File: config.mk
export PLATFORM = sky130hd
export DESIGN_NAME = sdsw_top
export DESIGN_NICKNAME = d
export VERILOG_FILES = /design/src/design/sdsw_pkg.sv /design/src/design/sdsw_div_phase.sv /design/src/design/sdsw_top.sv
export VERILOG_INCLUDE_DIRS = /design/src /design/src/design
export SDC_FILE = /design/constraint.sdc
export NUM_CORES = 1
export LEC_CHECK = 0
export CORE_MARGIN = 3
export CORE_UTILIZATION = 45
export CTS_CLUSTER_DIAMETER = 30
export DETAILED_ROUTE_END_ITERATION = 7
export DONT_BUFFER_PORTS = 1
export PLACE_DENSITY = 0.67
export SETUP_SLACK_MARGIN = 0.4
export SYNTH_ARGS = -nofsm -noshare
export SYNTH_HDL_FRONTEND = slang
export SYNTH_SLANG_ARGS = --single-unit
File: constraint.sdc
create_clock -name ref_clk -period 2.8 [get_ports ref_clk]
set_clock_uncertainty 0.15 [all_clocks]
set_input_delay 0.14 -clock ref_clk [delete_from_list [all_inputs] [get_ports ref_clk]]
set_output_delay 0.14 -clock ref_clk [all_outputs]
set_load 0.05 [all_outputs]
File: src/design/sdsw_defines.svh
// Purpose: Constants for the SYSREF divider skew-window qualifier.
// Assumes: Registers are word indices; byte address = index * 4.
// Notes: Definitions only.
//
// How it works
// - A SYSREF edge landing within the negative window before the divider edge is ignored.
// - A SYSREF edge landing within the positive window after the divider edge is ignored.
// - Negative field 00/01/10/11 means 0, 1/2, 1 and 1 1/2 device clocks of window.
// - Positive field 00/01/10/11 means 0, 1/2, 1 and 1 1/2 device clocks of window.
// - A zero field gives no tolerance on that side, so only an exact edge is tolerated.
// - The windows act only while auto phase adjust (control bit 7) is set.
// - An ignored SYSREF edge leaves the divider phase running undisturbed.
// - With auto adjust on, effective phase offset is captured status plus local offset.
// - The divider phase of the accepted SYSREF, in half cycles, is readable as status.
`ifndef SDSW_DEFINES_SVH
`define SDSW_DEFINES_SVH

// ----------------------------------------
// Register indices and byte addresses
// ----------------------------------------
`define SDSW_IDX_LOCAL 14'h0109
`define SDSW_IDX_CTRL 14'h010a
`define SDSW_IDX_STATUS 14'h010b
`define SDSW_IDX_SYSMODE 14'h0120
`define SDSW_IDX_CAPT 14'h0129
`define SDSW_BADDR_LOCAL {`SDSW_IDX_LOCAL, 2'b00}
`define SDSW_BADDR_CTRL {`SDSW_IDX_CTRL, 2'b00}
`define SDSW_BADDR_STATUS {`SDSW_IDX_STATUS, 2'b00}
`define SDSW_BADDR_SYSMODE {`SDSW_IDX_SYSMODE, 2'b00}
`define SDSW_BADDR_CAPT {`SDSW_IDX_CAPT, 2'b00}

// ----------------------------------------
// Field positions and reset values
// ----------------------------------------
`define SDSW_CTRL_AUTO_BIT 7
`define SDSW_CTRL_NEG_LSB 2
`define SDSW_CTRL_POS_LSB 0
`define SDSW_SYSMODE_LSB 1
`define SDSW_CTRL_RST 8'h00
`define SDSW_PHASE_RST 4'h0
`define SDSW_SYSMODE_RST 2'h0

// ----------------------------------------
// Timing
// ----------------------------------------
`define SDSW_HALVES_PER_CLK 5'h02
`define SDSW_DIV_RATIO_DEF 4

`endif

File: src/design/sdsw_pkg.sv
// Purpose: Types for the SYSREF divider skew-window qualifier.
// Assumes: Nothing beyond the defines header.
// Notes: Types only; numbers live in the header.
package sdsw_pkg;

    // Control register layout, msb first
    typedef struct packed {
        logic autoEn;
        logic [2:0] rsvd;
        logic [1:0] negWin;
        logic [1:0] posWin;
    } sdsw_ctrl_s;

    // One qualified SYSREF capture
    typedef struct packed {
        logic edgeSeen;
        logic late;
    } sdsw_evt_s;

    typedef enum logic [1:0] {
        APB_IDLE = 2'b01,
        APB_ACK = 2'b10
    } sdsw_apb_e;

endpackage : sdsw_pkg

File: src/design/sdsw_div_phase.sv
// Purpose: Input clock divider phase counter in half-cycle units.
// Assumes: DIV_RATIO of 2 or more.
// Notes: Advances two halves per clock; load realigns it.
`timescale 1ns/1ps
`default_nettype none
`include "sdsw_defines.svh"

module sdsw_div_phase #(
    parameter int DIV_RATIO = `SDSW_DIV_RATIO_DEF
) (
    // Clock and reset
    input wire logic ref_clk,
    input wire logic rst_b,
    // Realign
    input wire logic load,
    input wire logic [3:0] loadVal,
    // Phase
    output logic [3:0] phase
);
    localparam logic [4:0] PERIOD = 5'(2 * DIV_RATIO);

    logic [4:0] sum;

    always_comb begin
        sum = {1'b0, phase} + `SDSW_HALVES_PER_CLK;
        if (sum >= PERIOD) begin
            sum = sum - PERIOD;
        end
    end

    always_ff @(posedge ref_clk or negedge rst_b) begin
        if (!rst_b) begin
            phase <= `SDSW_PHASE_RST;
        end else if (load) begin
            phase <= loadVal;
        end else begin
            phase <= sum[3:0];
        end
    end

endmodule : sdsw_div_phase

`default_nettype wire

File: src/design/sdsw_top.sv
// Purpose: Skew-window qualifier for divider realignment to SYSREF, with APB registers.
// Assumes: SYSREF inputs synchronous to ref_clk; sysrefLate marks a half-cycle-late capture.
// Notes: APB access phase is two cycles; unmapped addresses answer with pslverr.
`timescale 1ns/1ps
`default_nettype none
`include "sdsw_defines.svh"

module sdsw_top
    import sdsw_pkg::*;
#(
    parameter int DIV_RATIO = `SDSW_DIV_RATIO_DEF
) (
    // Clock and reset
    input wire logic ref_clk,
    input wire logic rst_b,
    // APB slave
    input wire logic psel,
    input wire logic penable,
    input wire logic pwrite,
    input wire logic [15:0] paddr,
    input wire logic [31:0] pwdata,
    output logic [31:0] prdata,
    output logic pready,
    output logic pslverr,
    // SYSREF capture
    input wire logic sysrefIn,
    input wire logic sysrefLate,
    // Divider view
    output logic [3:0] divPhase,
    output logic [3:0] effPhaseOffset,
    output logic sysrefAccepted,
    output logic sysrefIgnored
);
    localparam logic [4:0] PERIOD = 5'(2 * DIV_RATIO);

    // ----------------------------------------
    // Register state
    // ----------------------------------------
    sdsw_ctrl_s ctrl_q;
    logic [3:0] localPhase_q;
    logic [3:0] statusPhase_q;
    logic [3:0] captPhase_q;
    logic [1:0] sysMode_q;
    sdsw_apb_e apbState_q;
    logic [31:0] prdata_q;
    logic pready_q;
    logic pslverr_q;
    logic [3:0] effPhaseOffset_q;
    logic sysrefAccepted_q;
    logic sysrefIgnored_q;
    logic sysrefPrev_q;

    // ----------------------------------------
    // APB decode
    // ----------------------------------------
    logic mapped;
    logic [31:0] rdMux;
    logic wrTake;

    always_comb begin
        mapped = 1'b1;
        rdMux = 32'h0000_0000;
        unique case (paddr)
            `SDSW_BADDR_LOCAL: rdMux = {28'h000_0000, localPhase_q};
            `SDSW_BADDR_CTRL: rdMux = {24'h00_0000, ctrl_q};
            `SDSW_BADDR_STATUS: rdMux = {28'h000_0000, statusPhase_q};
            `SDSW_BADDR_SYSMODE: rdMux = {29'h0000_0000, sysMode_q, 1'b0};
            `SDSW_BADDR_CAPT: rdMux = {28'h000_0000, captPhase_q};
            default: mapped = 1'b0;
        endcase
    end

    // Write lands on the edge where pready is sampled high
    assign wrTake = (apbState_q == APB_ACK) && psel && penable && pwrite && mapped;

    always_ff @(posedge ref_clk or negedge rst_b) begin
        if (!rst_b) begin
            apbState_q <= APB_IDLE;
            pready_q <= 1'b0;
            pslverr_q <= 1'b0;
            prdata_q <= 32'h0000_0000;
        end else begin
            unique case (apbState_q)
                APB_IDLE: begin
                    if (psel && penable) begin
                        apbState_q <= APB_ACK;
                        pready_q <= 1'b1;
                        pslverr_q <= !mapped;
                        prdata_q <= pwrite ? 32'h0000_0000 : rdMux;
                    end
                end
                APB_ACK: begin
                    apbState_q <= APB_IDLE;
                    pready_q <= 1'b0;
                    pslverr_q <= 1'b0;
                    prdata_q <= 32'h0000_0000;
                end
            endcase
        end
    end

    // ----------------------------------------
    // Software registers
    // ----------------------------------------
    always_ff @(posedge ref_clk or negedge rst_b) begin
        if (!rst_b) begin
            ctrl_q <= `SDSW_CTRL_RST;
        end else if (wrTake && paddr == `SDSW_BADDR_CTRL) begin
            ctrl_q.autoEn <= pwdata[`SDSW_CTRL_AUTO_BIT];
            ctrl_q.rsvd <= 3'h0;
            ctrl_q.negWin <= pwdata[`SDSW_CTRL_NEG_LSB +: 2];
            ctrl_q.posWin <= pwdata[`SDSW_CTRL_POS_LSB +: 2];
        end
    end

    always_ff @(posedge ref_clk or negedge rst_b) begin
        if (!rst_b) begin
            localPhase_q <= `SDSW_PHASE_RST;
        end else if (wrTake && paddr == `SDSW_BADDR_LOCAL) begin
            localPhase_q <= pwdata[3:0];
        end
    end

    // Zero mode blocks SYSREF while windows are retuned
    always_ff @(posedge ref_clk or negedge rst_b) begin
        if (!rst_b) begin
            sysMode_q <= `SDSW_SYSMODE_RST;
        end else if (wrTake && paddr == `SDSW_BADDR_SYSMODE) begin
            sysMode_q <= pwdata[`SDSW_SYSMODE_LSB +: 2];
        end
    end

    // ----------------------------------------
    // SYSREF capture and window test
    // ----------------------------------------
    sdsw_evt_s evt;
    logic [4:0] capSum;
    logic [3:0] capPhase;
    logic [4:0] negOff;
    logic [2:0] negHalves;
    logic [2:0] posHalves;
    logic inNeg;
    logic inPos;
    logic ignore;
    logic accept;

    always_ff @(posedge ref_clk or negedge rst_b) begin
        if (!rst_b) begin
            sysrefPrev_q <= 1'b0;
        end else begin
            sysrefPrev_q <= sysrefIn;
        end
    end

    // One driver for the whole event word
    assign evt = {sysrefIn && !sysrefPrev_q && (sysMode_q != 2'h0), sysrefLate};

    // Field code equals its width in half device clocks
    assign negHalves = {1'b0, ctrl_q.negWin};
    assign posHalves = {1'b0, ctrl_q.posWin};

    always_comb begin
        capSum = {1'b0, divPhase} + {4'h0, evt.late};
        if (capSum >= PERIOD) begin
            capSum = capSum - PERIOD;
        end
        capPhase = capSum[3:0];
        negOff = PERIOD - {1'b0, capPhase};
    end

    // Phase zero is on the edge itself; a zero window tolerates only that
    assign inNeg = (capPhase != 4'h0) && (negOff <= {2'h0, negHalves});
    assign inPos = (capPhase != 4'h0) && (capPhase <= {1'b0, posHalves});
    assign ignore = evt.edgeSeen && ctrl_q.autoEn && (inNeg || inPos);
    assign accept = evt.edgeSeen && ctrl_q.autoEn && !(inNeg || inPos);

    always_ff @(posedge ref_clk or negedge rst_b) begin
        if (!rst_b) begin
            sysrefAccepted_q <= 1'b0;
            sysrefIgnored_q <= 1'b0;
        end else begin
            sysrefAccepted_q <= accept;
            sysrefIgnored_q <= ignore;
        end
    end

    // ----------------------------------------
    // Divider and phase status
    // ----------------------------------------
    logic [3:0] loadVal;

    // Next clock lands one clock after the SYSREF instant, or half a clock after a late one
    assign loadVal = 4'(`SDSW_HALVES_PER_CLK - {4'h0, evt.late});

    // Ignored edges never load the divider
    sdsw_div_phase #(
        .DIV_RATIO(DIV_RATIO)
    ) u_div (
        .ref_clk(ref_clk),
        .rst_b(rst_b),
        .load(accept),
        .loadVal(loadVal),
        .phase(divPhase)
    );

    always_ff @(posedge ref_clk or negedge rst_b) begin
        if (!rst_b) begin
            captPhase_q <= `SDSW_PHASE_RST;
        end else if (evt.edgeSeen && ctrl_q.autoEn) begin
            captPhase_q <= capPhase;
        end
    end

    always_ff @(posedge ref_clk or negedge rst_b) begin
        if (!rst_b) begin
            statusPhase_q <= `SDSW_PHASE_RST;
        end else if (accept) begin
            statusPhase_q <= capPhase;
        end
    end

    logic [3:0] effSum;

    // Wraps modulo 16 on purpose
    assign effSum = 4'(statusPhase_q + localPhase_q);

    always_ff @(posedge ref_clk or negedge rst_b) begin
        if (!rst_b) begin
            effPhaseOffset_q <= `SDSW_PHASE_RST;
        end else begin
            effPhaseOffset_q <= ctrl_q.autoEn ? effSum : localPhase_q;
        end
    end

    // ----------------------------------------
    // Outputs
    // ----------------------------------------
    assign prdata = prdata_q;
    assign pready = pready_q;
    assign pslverr = pslverr_q;
    assign effPhaseOffset = effPhaseOffset_q;
    assign sysrefAccepted = sysrefAccepted_q;
    assign sysrefIgnored = sysrefIgnored_q;

    // ----------------------------------------
    // Assertions
    // ----------------------------------------
    logic [4:0] advSum;
    logic [3:0] advPhase;

    always_comb begin
        advSum = {1'b0, divPhase} + `SDSW_HALVES_PER_CLK;
        if (advSum >= PERIOD) begin
            advSum = advSum - PERIOD;
        end
        advPhase = advSum[3:0];
    end
endmodule : sdsw_top

`default_nettype wire

[Word level (Yosys, flattened, before mapping)]
Cells that the tools add are included.
Storage, ports and cells
  word-level logic and storage cells: 72
  bits in registers: 66
  output and inout port bits: 44
Operators by class
  equal/unequal tests: 8
  reduce and logical (&&, ||, !) cells: 22
  muxes and demuxes: 15
  order comparisons: 4
  $add $sub $neg: 7
Operators by type and width (count)
  16-bit by 11-bit == test with 1-bit output, second input constant: 5
  32-bit two-way mux: 2
  32-bit one-hot mux with 2 select lines: 1
  8-bit one-hot mux with 5 select lines: 1
  4-bit two-way mux: 4
  1-bit logical AND: 15
  5-bit by 4-bit >= comparator with 1-bit output, second input constant: 2
  4-bit subtractor, second input constant: 2
  4-bit by 1-bit adder with 5-bit output: 1
  4-bit by 2-bit adder with 5-bit output, second input constant: 1
  5-bit by 2-bit <= comparator with 1-bit output: 1
  5-bit OR reduction: 1
  4-bit by 4-bit subtractor with 5-bit output, first input constant: 1
  4-bit adder: 1
  4-bit by 2-bit <= comparator with 1-bit output: 1
  1-bit one-hot mux with 2 select lines: 2
  2-bit one-hot mux with 2 select lines: 1
  4-bit nonzero test: 1
  1-bit zero test: 3
  1-bit two-way mux: 3
  2-bit by 1-bit subtractor with 3-bit output, first input constant: 1
  2-bit by 1-bit == test with 1-bit output, second input constant: 1
  2-bit == test, second input constant: 1
  2-bit two-way mux: 1
  other kinds (3): 3

[Depth between registers and ports, before layout]
Gate-level depths: netlist of run 1.
  word-level depth: 10
  depth in mapped cells: 10
  mapped depth without buffers: 10

[Modules after synthesis]
A second synthesis of run 1 with hierarchy kept.
Unflattened totals
  cell total of the unflattened synthesis: 195
  area, all modules: 2195.9 um2
Modules (own cells, without submodules)
  sdsw_top: area an instance 2037.0 um2, sequential area each 852.1 um2, cells an instance 183, instances 1
  sdsw_div_phase: area an instance 158.9 um2, sequential area each 100.1 um2, cells an instance 12, instances 1

[Worst setup path after synthesis of run 1]
OpenSTA, ideal clock, no wires.
  path kind: register -> register
  start: register u_div.phase[0]
  end: register statusPhase_q[0]
  data required time: 2525 ps
  stages on the path, launching flop included: 11
  library setup time: 125 ps
  data arrival time: 2935 ps
  slack: -410 ps
  cells stage by stage: dfrtp_1 ha_1 ha_1 inv_1 ha_1 ha_1 nor2b_1 o21ai_0 nand4_1 o211ai_2 mux2_2
On the way
  word-level cells in the longest chain between the ends: 9
  elaborated cells on any way between the ends: 13
RTL lines
  start, declared: RTL line sdsw_div_phase.sv:18  | output logic [3:0] phase
  start signal, assigned: RTL line sdsw_div_phase.sv:33  | phase <= `SDSW_PHASE_RST;
  start signal, assigned: RTL line sdsw_div_phase.sv:35  | phase <= loadVal;
  start signal, assigned: RTL line sdsw_div_phase.sv:37  | phase <= sum[3:0];
  4-bit by 1-bit adder with 5-bit output *: RTL line sdsw_top.sv:163  | capSum = {1'b0, divPhase} + {4'h0, evt.late};
  4-bit subtractor / 5-bit by 4-bit >= comparator with 1-bit output (equally long branches): RTL line sdsw_top.sv:165, sdsw_top.sv:164
  4-bit two-way mux *: RTL line sdsw_top.sv:164  | if (capSum >= PERIOD) begin
  named net capSum[1]: RTL line sdsw_top.sv:137  | logic [4:0] capSum;
  4-bit by 4-bit subtractor with 5-bit output: RTL line sdsw_top.sv:168  | negOff = PERIOD - {1'b0, capPhase};
  5-bit by 2-bit <= comparator with 1-bit output: RTL line sdsw_top.sv:172  | assign inNeg = (capPhase != 4'h0) && (negOff <= {2'h0, negHalves});
  1-bit logical AND: RTL line sdsw_top.sv:172
  1-bit logical OR *: RTL line sdsw_top.sv:175  | assign accept = evt.edgeSeen && ctrl_q.autoEn && !(inNeg || inPos);
  1-bit zero test *: RTL line sdsw_top.sv:175
  1-bit logical AND *: RTL line sdsw_top.sv:175
  end signal, assigned: RTL line sdsw_top.sv:216  | statusPhase_q <= `SDSW_PHASE_RST;
  end signal, assigned: RTL line sdsw_top.sv:218  | statusPhase_q <= capPhase;
  end, declared: RTL line sdsw_top.sv:41  | logic [3:0] statusPhase_q;
The timed path passes the listed nets; every way through them passes the cells marked *.
A chain may end at the register's enable or synchronous reset.

[Final worst setup path of run 1]
  start: register u_div.phase[0]
  end: register u_div.phase[0]
On the way
  word-level cells in the longest chain between the ends: 10
  elaborated cells on any way between the ends: 18
RTL lines
  4-bit by 1-bit adder with 5-bit output *: RTL line sdsw_top.sv:163
  4-bit subtractor / 5-bit by 4-bit >= comparator with 1-bit output (equally long branches): RTL line sdsw_top.sv:165, sdsw_top.sv:164
  4-bit two-way mux *: RTL line sdsw_top.sv:164
  named net capSum[1]: RTL line sdsw_top.sv:137
  4-bit by 4-bit subtractor with 5-bit output: RTL line sdsw_top.sv:168
  5-bit by 2-bit <= comparator with 1-bit output: RTL line sdsw_top.sv:172
  1-bit logical AND: RTL line sdsw_top.sv:172
  1-bit logical OR *: RTL line sdsw_top.sv:175
  1-bit zero test *: RTL line sdsw_top.sv:175
  1-bit logical AND *: RTL line sdsw_top.sv:175
  4-bit two-way mux *: RTL line sdsw_div_phase.sv:34  | end else if (load) begin
Marked as above.

==> results of run 1 <==
-- cell families after synthesis --
family,Yosys count,share of synthesized area
simple gates,45,0.127
xor+xnor,4,0.0159
buf+inv,43,0.121
compound gates,29,0.0871
flops,38,0.433
fa+ha+maj,12,0.0718
other cells,1,0.00171
mux,29,0.142
-- registers in the layout (all words and copies together) (netlist names) --
signal / flops
sysMode_q: 2
prdata: 5
statusPhase_q: 4
captPhase_q: 4
effPhaseOffset: 4
sysrefPrev_q: 1
ctrl_q: 5
sysrefAccepted: 1
pslverr: 1
localPhase_q: 4
sysrefIgnored: 1
u_div.phase: 4
apbState_q: 2
-- cell type report --
type	count	share of cell area
Multi-Input combinational cell	146	0.441
Timing Repair Buffer	37	0.129
Sequential cell	38	0.352
Clock inverter	2	0.00369
Inverter	12	0.0175
Tap cell	65	0.0300
Clock buffer	6	0.0268
-- power breakdown --
| group | leakage, nW | internal, mW | switching, mW | total [mW] |
|---|---|---|---|---|
| Clock | 0.0450 | 0.173 | 0.196 | 0.369 |
| Sequential | 0.503 | 0.576 | 0.0383 | 0.615 |
| Combinational | 0.764 | 0.0716 | 0.182 | 0.254 |
-- per-layer routing --
layer	track usage	vias up	routed length [um]
met1	0.205	740	1920
met2	0.260	56	2250
li1	-	738	-
met4	0.0621	0	49
met3	0.0541	6	303
met5	0	-	0
-- final timing paths --
| path | end | slack, ns |
|---|---|---|
| max in group asynchronous | apbState_q[0] | 2.10 |
| min in group asynchronous | prdata[7] | 0.15 |
| max reg2reg | u_div.phase[0] | 0.04 |
| max | u_div.phase[0] | 0.04 |
| min | prdata[0] | 0.01 |
| min reg2reg | effPhaseOffset[3] | 0.34 |
-- cells in the final DEF (no fill, tap or decap), types with 3 or more instances in the layout --
cell type / n
dlygate4sd3_1: 18
buf_6: 4
o21ai_0: 4
nand2_1: 9
mux2i_1: 11
ha_1: 7
dfrtp_1: 36
conb_1: 27
nor2_1: 7
o22ai_1: 4
mux2_2: 16
clkbuf_8: 5
inv_1: 10
a21oi_1: 7
xnor2_1: 4
nand2b_1: 3
buf_4: 14
ha_4: 4
-- what timing repair did --
action | in CTS | in global routing
endpoints found under the setup margin | 10 | 11
resized for setup | 11 | 5
hold buffers | 19 | 0
gates cloned | 0 | 0
hold endpoints to repair | 58 | 0
setup buffers | 4 | 2
pin swaps | 10 | 2
-- metrics by stage --
stage          cells  TNS, ns
2_1_floorplan    227   -0.174
3_3_place_gp     273        0
3_5_place_dp     273        0
4_1_cts          304        0
5_1_grt          306   -0.239
6_report         306        0
==> key figures, run 1 <==
Critical path
  • Crit-path leading delay family: adder cells
  • Critical path's largest stage delay: 0.42 ns
  • Crit path max fanout: 4
  • Crit path cell chain: ha_4 -> ha_4 -> inv_4 -> ha_4 -> ha_4 -> nor2b_4 -> o21ai_2 -> nand4_1 -> o211ai_4 -> mux2_4
  • Setup CP Type: flop to flop
  • Cells on worst reg2reg path: 10
  • Worst path depth: 10
  • Most used cell, CP: ha_4
  • Crit path DAT: 2.79 ns
  • CP Capture Type: flop
  • Worst path buffer plus inverter count: 1
  • Crit path launch type: flop
  • Slowest stage cell, crit path: dfrtp_2
  • FF-to-FF Start: u_div.phase[0]
  • CP required: 2.83 ns
  • Critical Path Source: u_div.phase[0]

Floorplan
  • Die area: 0.00576 mm2
  • Num ports: 99
  • Row count: 24
  • Core area: 0.00453 mm2
  • Chip width: 75.9 um
  • Initial Util: 0.485
  • DIE HEIGHT: 75.9 um

STA
  • Least-Margin Pin Slew: 0.569 ns
  • Max Slew Vio Count: 0
  • Fmax: 0.362 GHz
  • PnR worst setup slack: 0.0407 ns
  • Min Tclk post-route: 2.76 ns
  • Worst hold slack: 0.0141 ns
  • Final hold vios: 0
  • Rel. slew slack: 0.618
  • RSZ-0062 raised after global routing: true
  • Finish-stage setup viols: 0
  • Final period util: 0.985

Clocking
  • Clock sink count: 38
  • Longest Clk Path Bufs: 2
  • Clock Latency Late Sink: 0.29 ns
  • Root buf cell: clkbuf_8
  • Max H-tree Level: 2
  • Clock input transition at the sequential cells of the worst setup and hold paths: 0.08 ns
  • Num CTS Buffers: 5
  • CTS tree: yes

Final layout
  • Post-layout util: 0.598
  • Multi-input gate area: 0.00119 mm2
  • Design area: 0.00271 mm2
  • Final Net Count: 307
  • P&R area growth vs syn: 23.3%
  • Share of cells above drive strength 1: 0.266
  • Register area: 953 um2
  • Fill cells: 379
  • # diodes: 0

Worst hold path
  • Worst min path class: input port to flop
  • Min-delay src: paddr[2]
  • Worst hold path stage count: 2

Synthesis
  • Post-synth EDFFs: 0
  • Commonest cells in the netlist: dfrtp_1 (37), buf_4 (27), mux2_2 (18)
  • Post-Syn Area per Cell: 10.9 um2
  • Mapped Cells: 201
  • Largest area contributor in the netlist: dfrtp_1
  • Yosys reg bits: 38
  • Sequential area share after synthesis: 0.433
  • Synth Cell Area: 0.00220 mm2
  • Cell variety after synth: 42
  • Yosys warns: 0
  • Cells taking the most area after synthesis: dfrtp_1 (42%), buf_4 (9.2%), mux2_2 (9.2%), ha_1 (6.3%), mux2i_1 (5.0%)
  • Top-area cell type share of the netlist area: 0.421
  • Count leader, synth: dfrtp_1
  • Ys async rst share: 1.00
  • Most used flip-flop cell after synthesis: dfrtp_1

Place
  • Port-buffer cells: 0
  • Gpl congestion: 0.800
  • Hpwl dp: 3.24 mm
  • Placed Area: 0.00231 mm2
  • Post-place setup slack: 0.0178 ns

Drt
  • Routed via count: 1,540
  • Antenna-violating nets left: 0
  • Final wirelength: 4.52 mm
  • Routed len/inst: 14.8 um
  • Drt initial violations: 72
  • # DRC: 0
  • First-pass DRT Iterations: 4
  • Vias/cell: 5.03

Run
  • Max-cap viol count: 0

Status
  • Status: complete, no violations

Power and ir drop
  • Power Dens Cells: 457 mW/mm2
  • Leak pwr: 1.31 nW
  • Worst IR Drop VDD: 0.238 mV
  • Tot Pwr: 1.24 mW

Global routing
  • Largest net degree at the start of global routing: 39
  • Number of antenna violations at the first check in global routing: 0
  • Overall Global Routing Usage: 0.163
  • Vias in the first global route: 1,510
  • Total grt overflow: 0
  • First-pass GRT wire length: 6.90 mm
Note: power is estimated with default switching activity, not from simulation.
==> run 2, diff against run 1 <==
--- a/constraint.sdc
+++ b/constraint.sdc
@@ -4,2 +4,2 @@
 set_output_delay 0.14 -clock ref_clk [all_outputs]
-set_load 0.05 [all_outputs]
+set_load 0.02 [all_outputs]
==> key figures, run 2 (same netlist as run 1, synthesis figures left out) <==
Clocking
  • Max H-tree Level: 2
  • CTS tree: yes
  • Root buf cell: clkbuf_8
  • Clock input transition at the sequential cells of the worst setup and hold paths: 0.07 ns
  • Clock Latency Late Sink: 0.29 ns
  • Num CTS Buffers: 5
  • Clock sink count: 38
  • Longest Clk Path Bufs: 2

Power and ir drop
  • P_sw: 0.332 mW
  • Logic pwr share: 0.142
  • Power Dens Cells: 442 mW/mm2
  • Leak pwr: 1.28 nW
  • Int Power: 0.834 mW
  • Switching Share: 0.285
  • Power share of the sequential group: 0.521
  • Worst IR Drop VDD: 0.282 mV
  • Tot Pwr: 1.17 mW
  • Clk pwr share: 0.337

STA
  • Finish-stage setup viols: 0
  • Final period util: 0.984
  • Worst hold slack: 0.0149 ns
  • Min Tclk post-route: 2.76 ns
  • Setup TNS: 0 ns
  • Final hold vios: 0
  • Fmax: 0.363 GHz
  • Max Slew Vio Count: 0
  • RSZ-0062 raised after global routing: true

Place
  • Gpl congestion: 0.794
  • Hpwl dp: 3.15 mm
  • Port-buffer cells: 0

Drt
  • Vias/cell: 4.98
  • Antenna-violating nets left: 0
  • First-pass DRT Iterations: 4
  • Drt initial violations: 82
  • Routed via count: 1,493
  • Routed len/inst: 15.2 um
  • # DRC: 0
  • Final wirelength: 4.56 mm

Final layout
  • Fill cells: 396
  • Share of cells above drive strength 1: 0.247
  • Post-layout util: 0.582
  • Final Net Count: 301
  • P&R area growth vs syn: 20.1%
  • # diodes: 0
  • Commonest non-fill, non-tap cell in the layout: dfrtp_1
  • Most frequent cells in the layout: dfrtp_1 (36), conb_1 (27), dlygate4sd3_1 (17)

Critical path
  • Crit path cell chain: ha_4 -> ha_4 -> inv_4 -> ha_4 -> ha_4 -> nor2b_4 -> o21ai_2 -> nand4_1 -> o211ai_4 -> mux2_4
  • Crit-path leading delay family: adder cells
  • Crit path max fanout: 4
  • Worst path buffer plus inverter count: 1
  • CP Capture Type: flop
  • Crit path launch type: flop
  • Setup CP Type: flop to flop
  • Slowest stage cell, crit path: dfrtp_2
  • Crit path DAT: 2.78 ns
  • Most used cell, CP: ha_4
  • CP required: 2.83 ns
  • Critical path's largest stage delay: 0.43 ns

Floorplan
  • Initial Util: 0.485
  • Chip width: 75.9 um
  • Die area: 0.00576 mm2
  • Row count: 24
  • Core area: 0.00453 mm2
  • DIE HEIGHT: 75.9 um
  • Num ports: 99

Global routing
  • Total grt overflow: 0
  • First-pass GRT wire length: 6.71 mm
  • Largest net degree at the start of global routing: 39
  • Overall Global Routing Usage: 0.160
  • Vias in the first global route: 1,451
  • Number of antenna violations at the first check in global routing: 0

Run
  • Max-cap viol count: 0

Status
  • Status: complete, no violations

Worst hold path
  • Worst min path class: input port to flop
-- run 2: power groups by stage --
stage                     sequential (mW)  combinational (mW)  clock, mW
after floorplan                     0.616               0.136          0
after global placement              0.618               0.123          0
after detailed placement            0.618               0.126          0
after CTS                           0.607               0.161      0.411
after global routing                0.614               0.185      0.433
final                               0.608               0.166      0.393
-- run 2: area by class of cell --
type / instances / area, um2 / area share
Multi-Input combinational cell: 146 / 1160 / 0.440
Sequential cell: 38 / 953 / 0.361
Timing Repair Buffer: 31 / 299 / 0.113
Clock buffer: 6 / 82.6 / 0.0313
Tap cell: 65 / 81.3 / 0.0308
Inverter: 12 / 47.5 / 0.0180
Clock inverter: 2 / 12.5 / 0.00474
-- run 2: through the flow --
stage	cell area, um2	setup WS, ns	instances
CTS	2610	0.0468	299
finish	2640	0.0449	300
global route	2640	-0.0150	300
detailed placement	2290	0.00493	270
floorplan	2360	0.00143	227
global placement	2290	0.0305	270
-- run 2: routing by layer --
metal	vias up	track usage	part of all wire
met5	-	0	0
met4	0	0.0524	0.013
met3	4	0.0488	0.057
met2	48	0.257	0.49
met1	721	0.206	0.44
li1	720	-	-
-- run 2: worst paths after layout --
| path | slack [ns] | from | cells after the start | endpoint |
|---|---|---|---|---|
| max | 0.04 | u_div.phase[0] | 10 | u_div.phase[0] |
| min in group asynchronous | 0.16 | rst_b | 2 | prdata[7] |
| min | 0.01 | pwrite | 2 | prdata[0] |
| min reg2reg | 0.35 | localPhase_q[3] | 1 | effPhaseOffset[3] |
| max reg2reg | 0.04 | u_div.phase[0] | 10 | u_div.phase[0] |
| max in group asynchronous | 2.09 | rst_b | 2 | apbState_q[0] |
-- run 2: what timing repair did --
item / in CTS / in global routing
hold buffers: 18 / 0
endpoints found under the setup margin: 10 / 11
pin swaps: 9 / 8
resized for setup: 3 / 8
hold endpoints to repair: 57 / 0
buffers inserted: 3 / 1
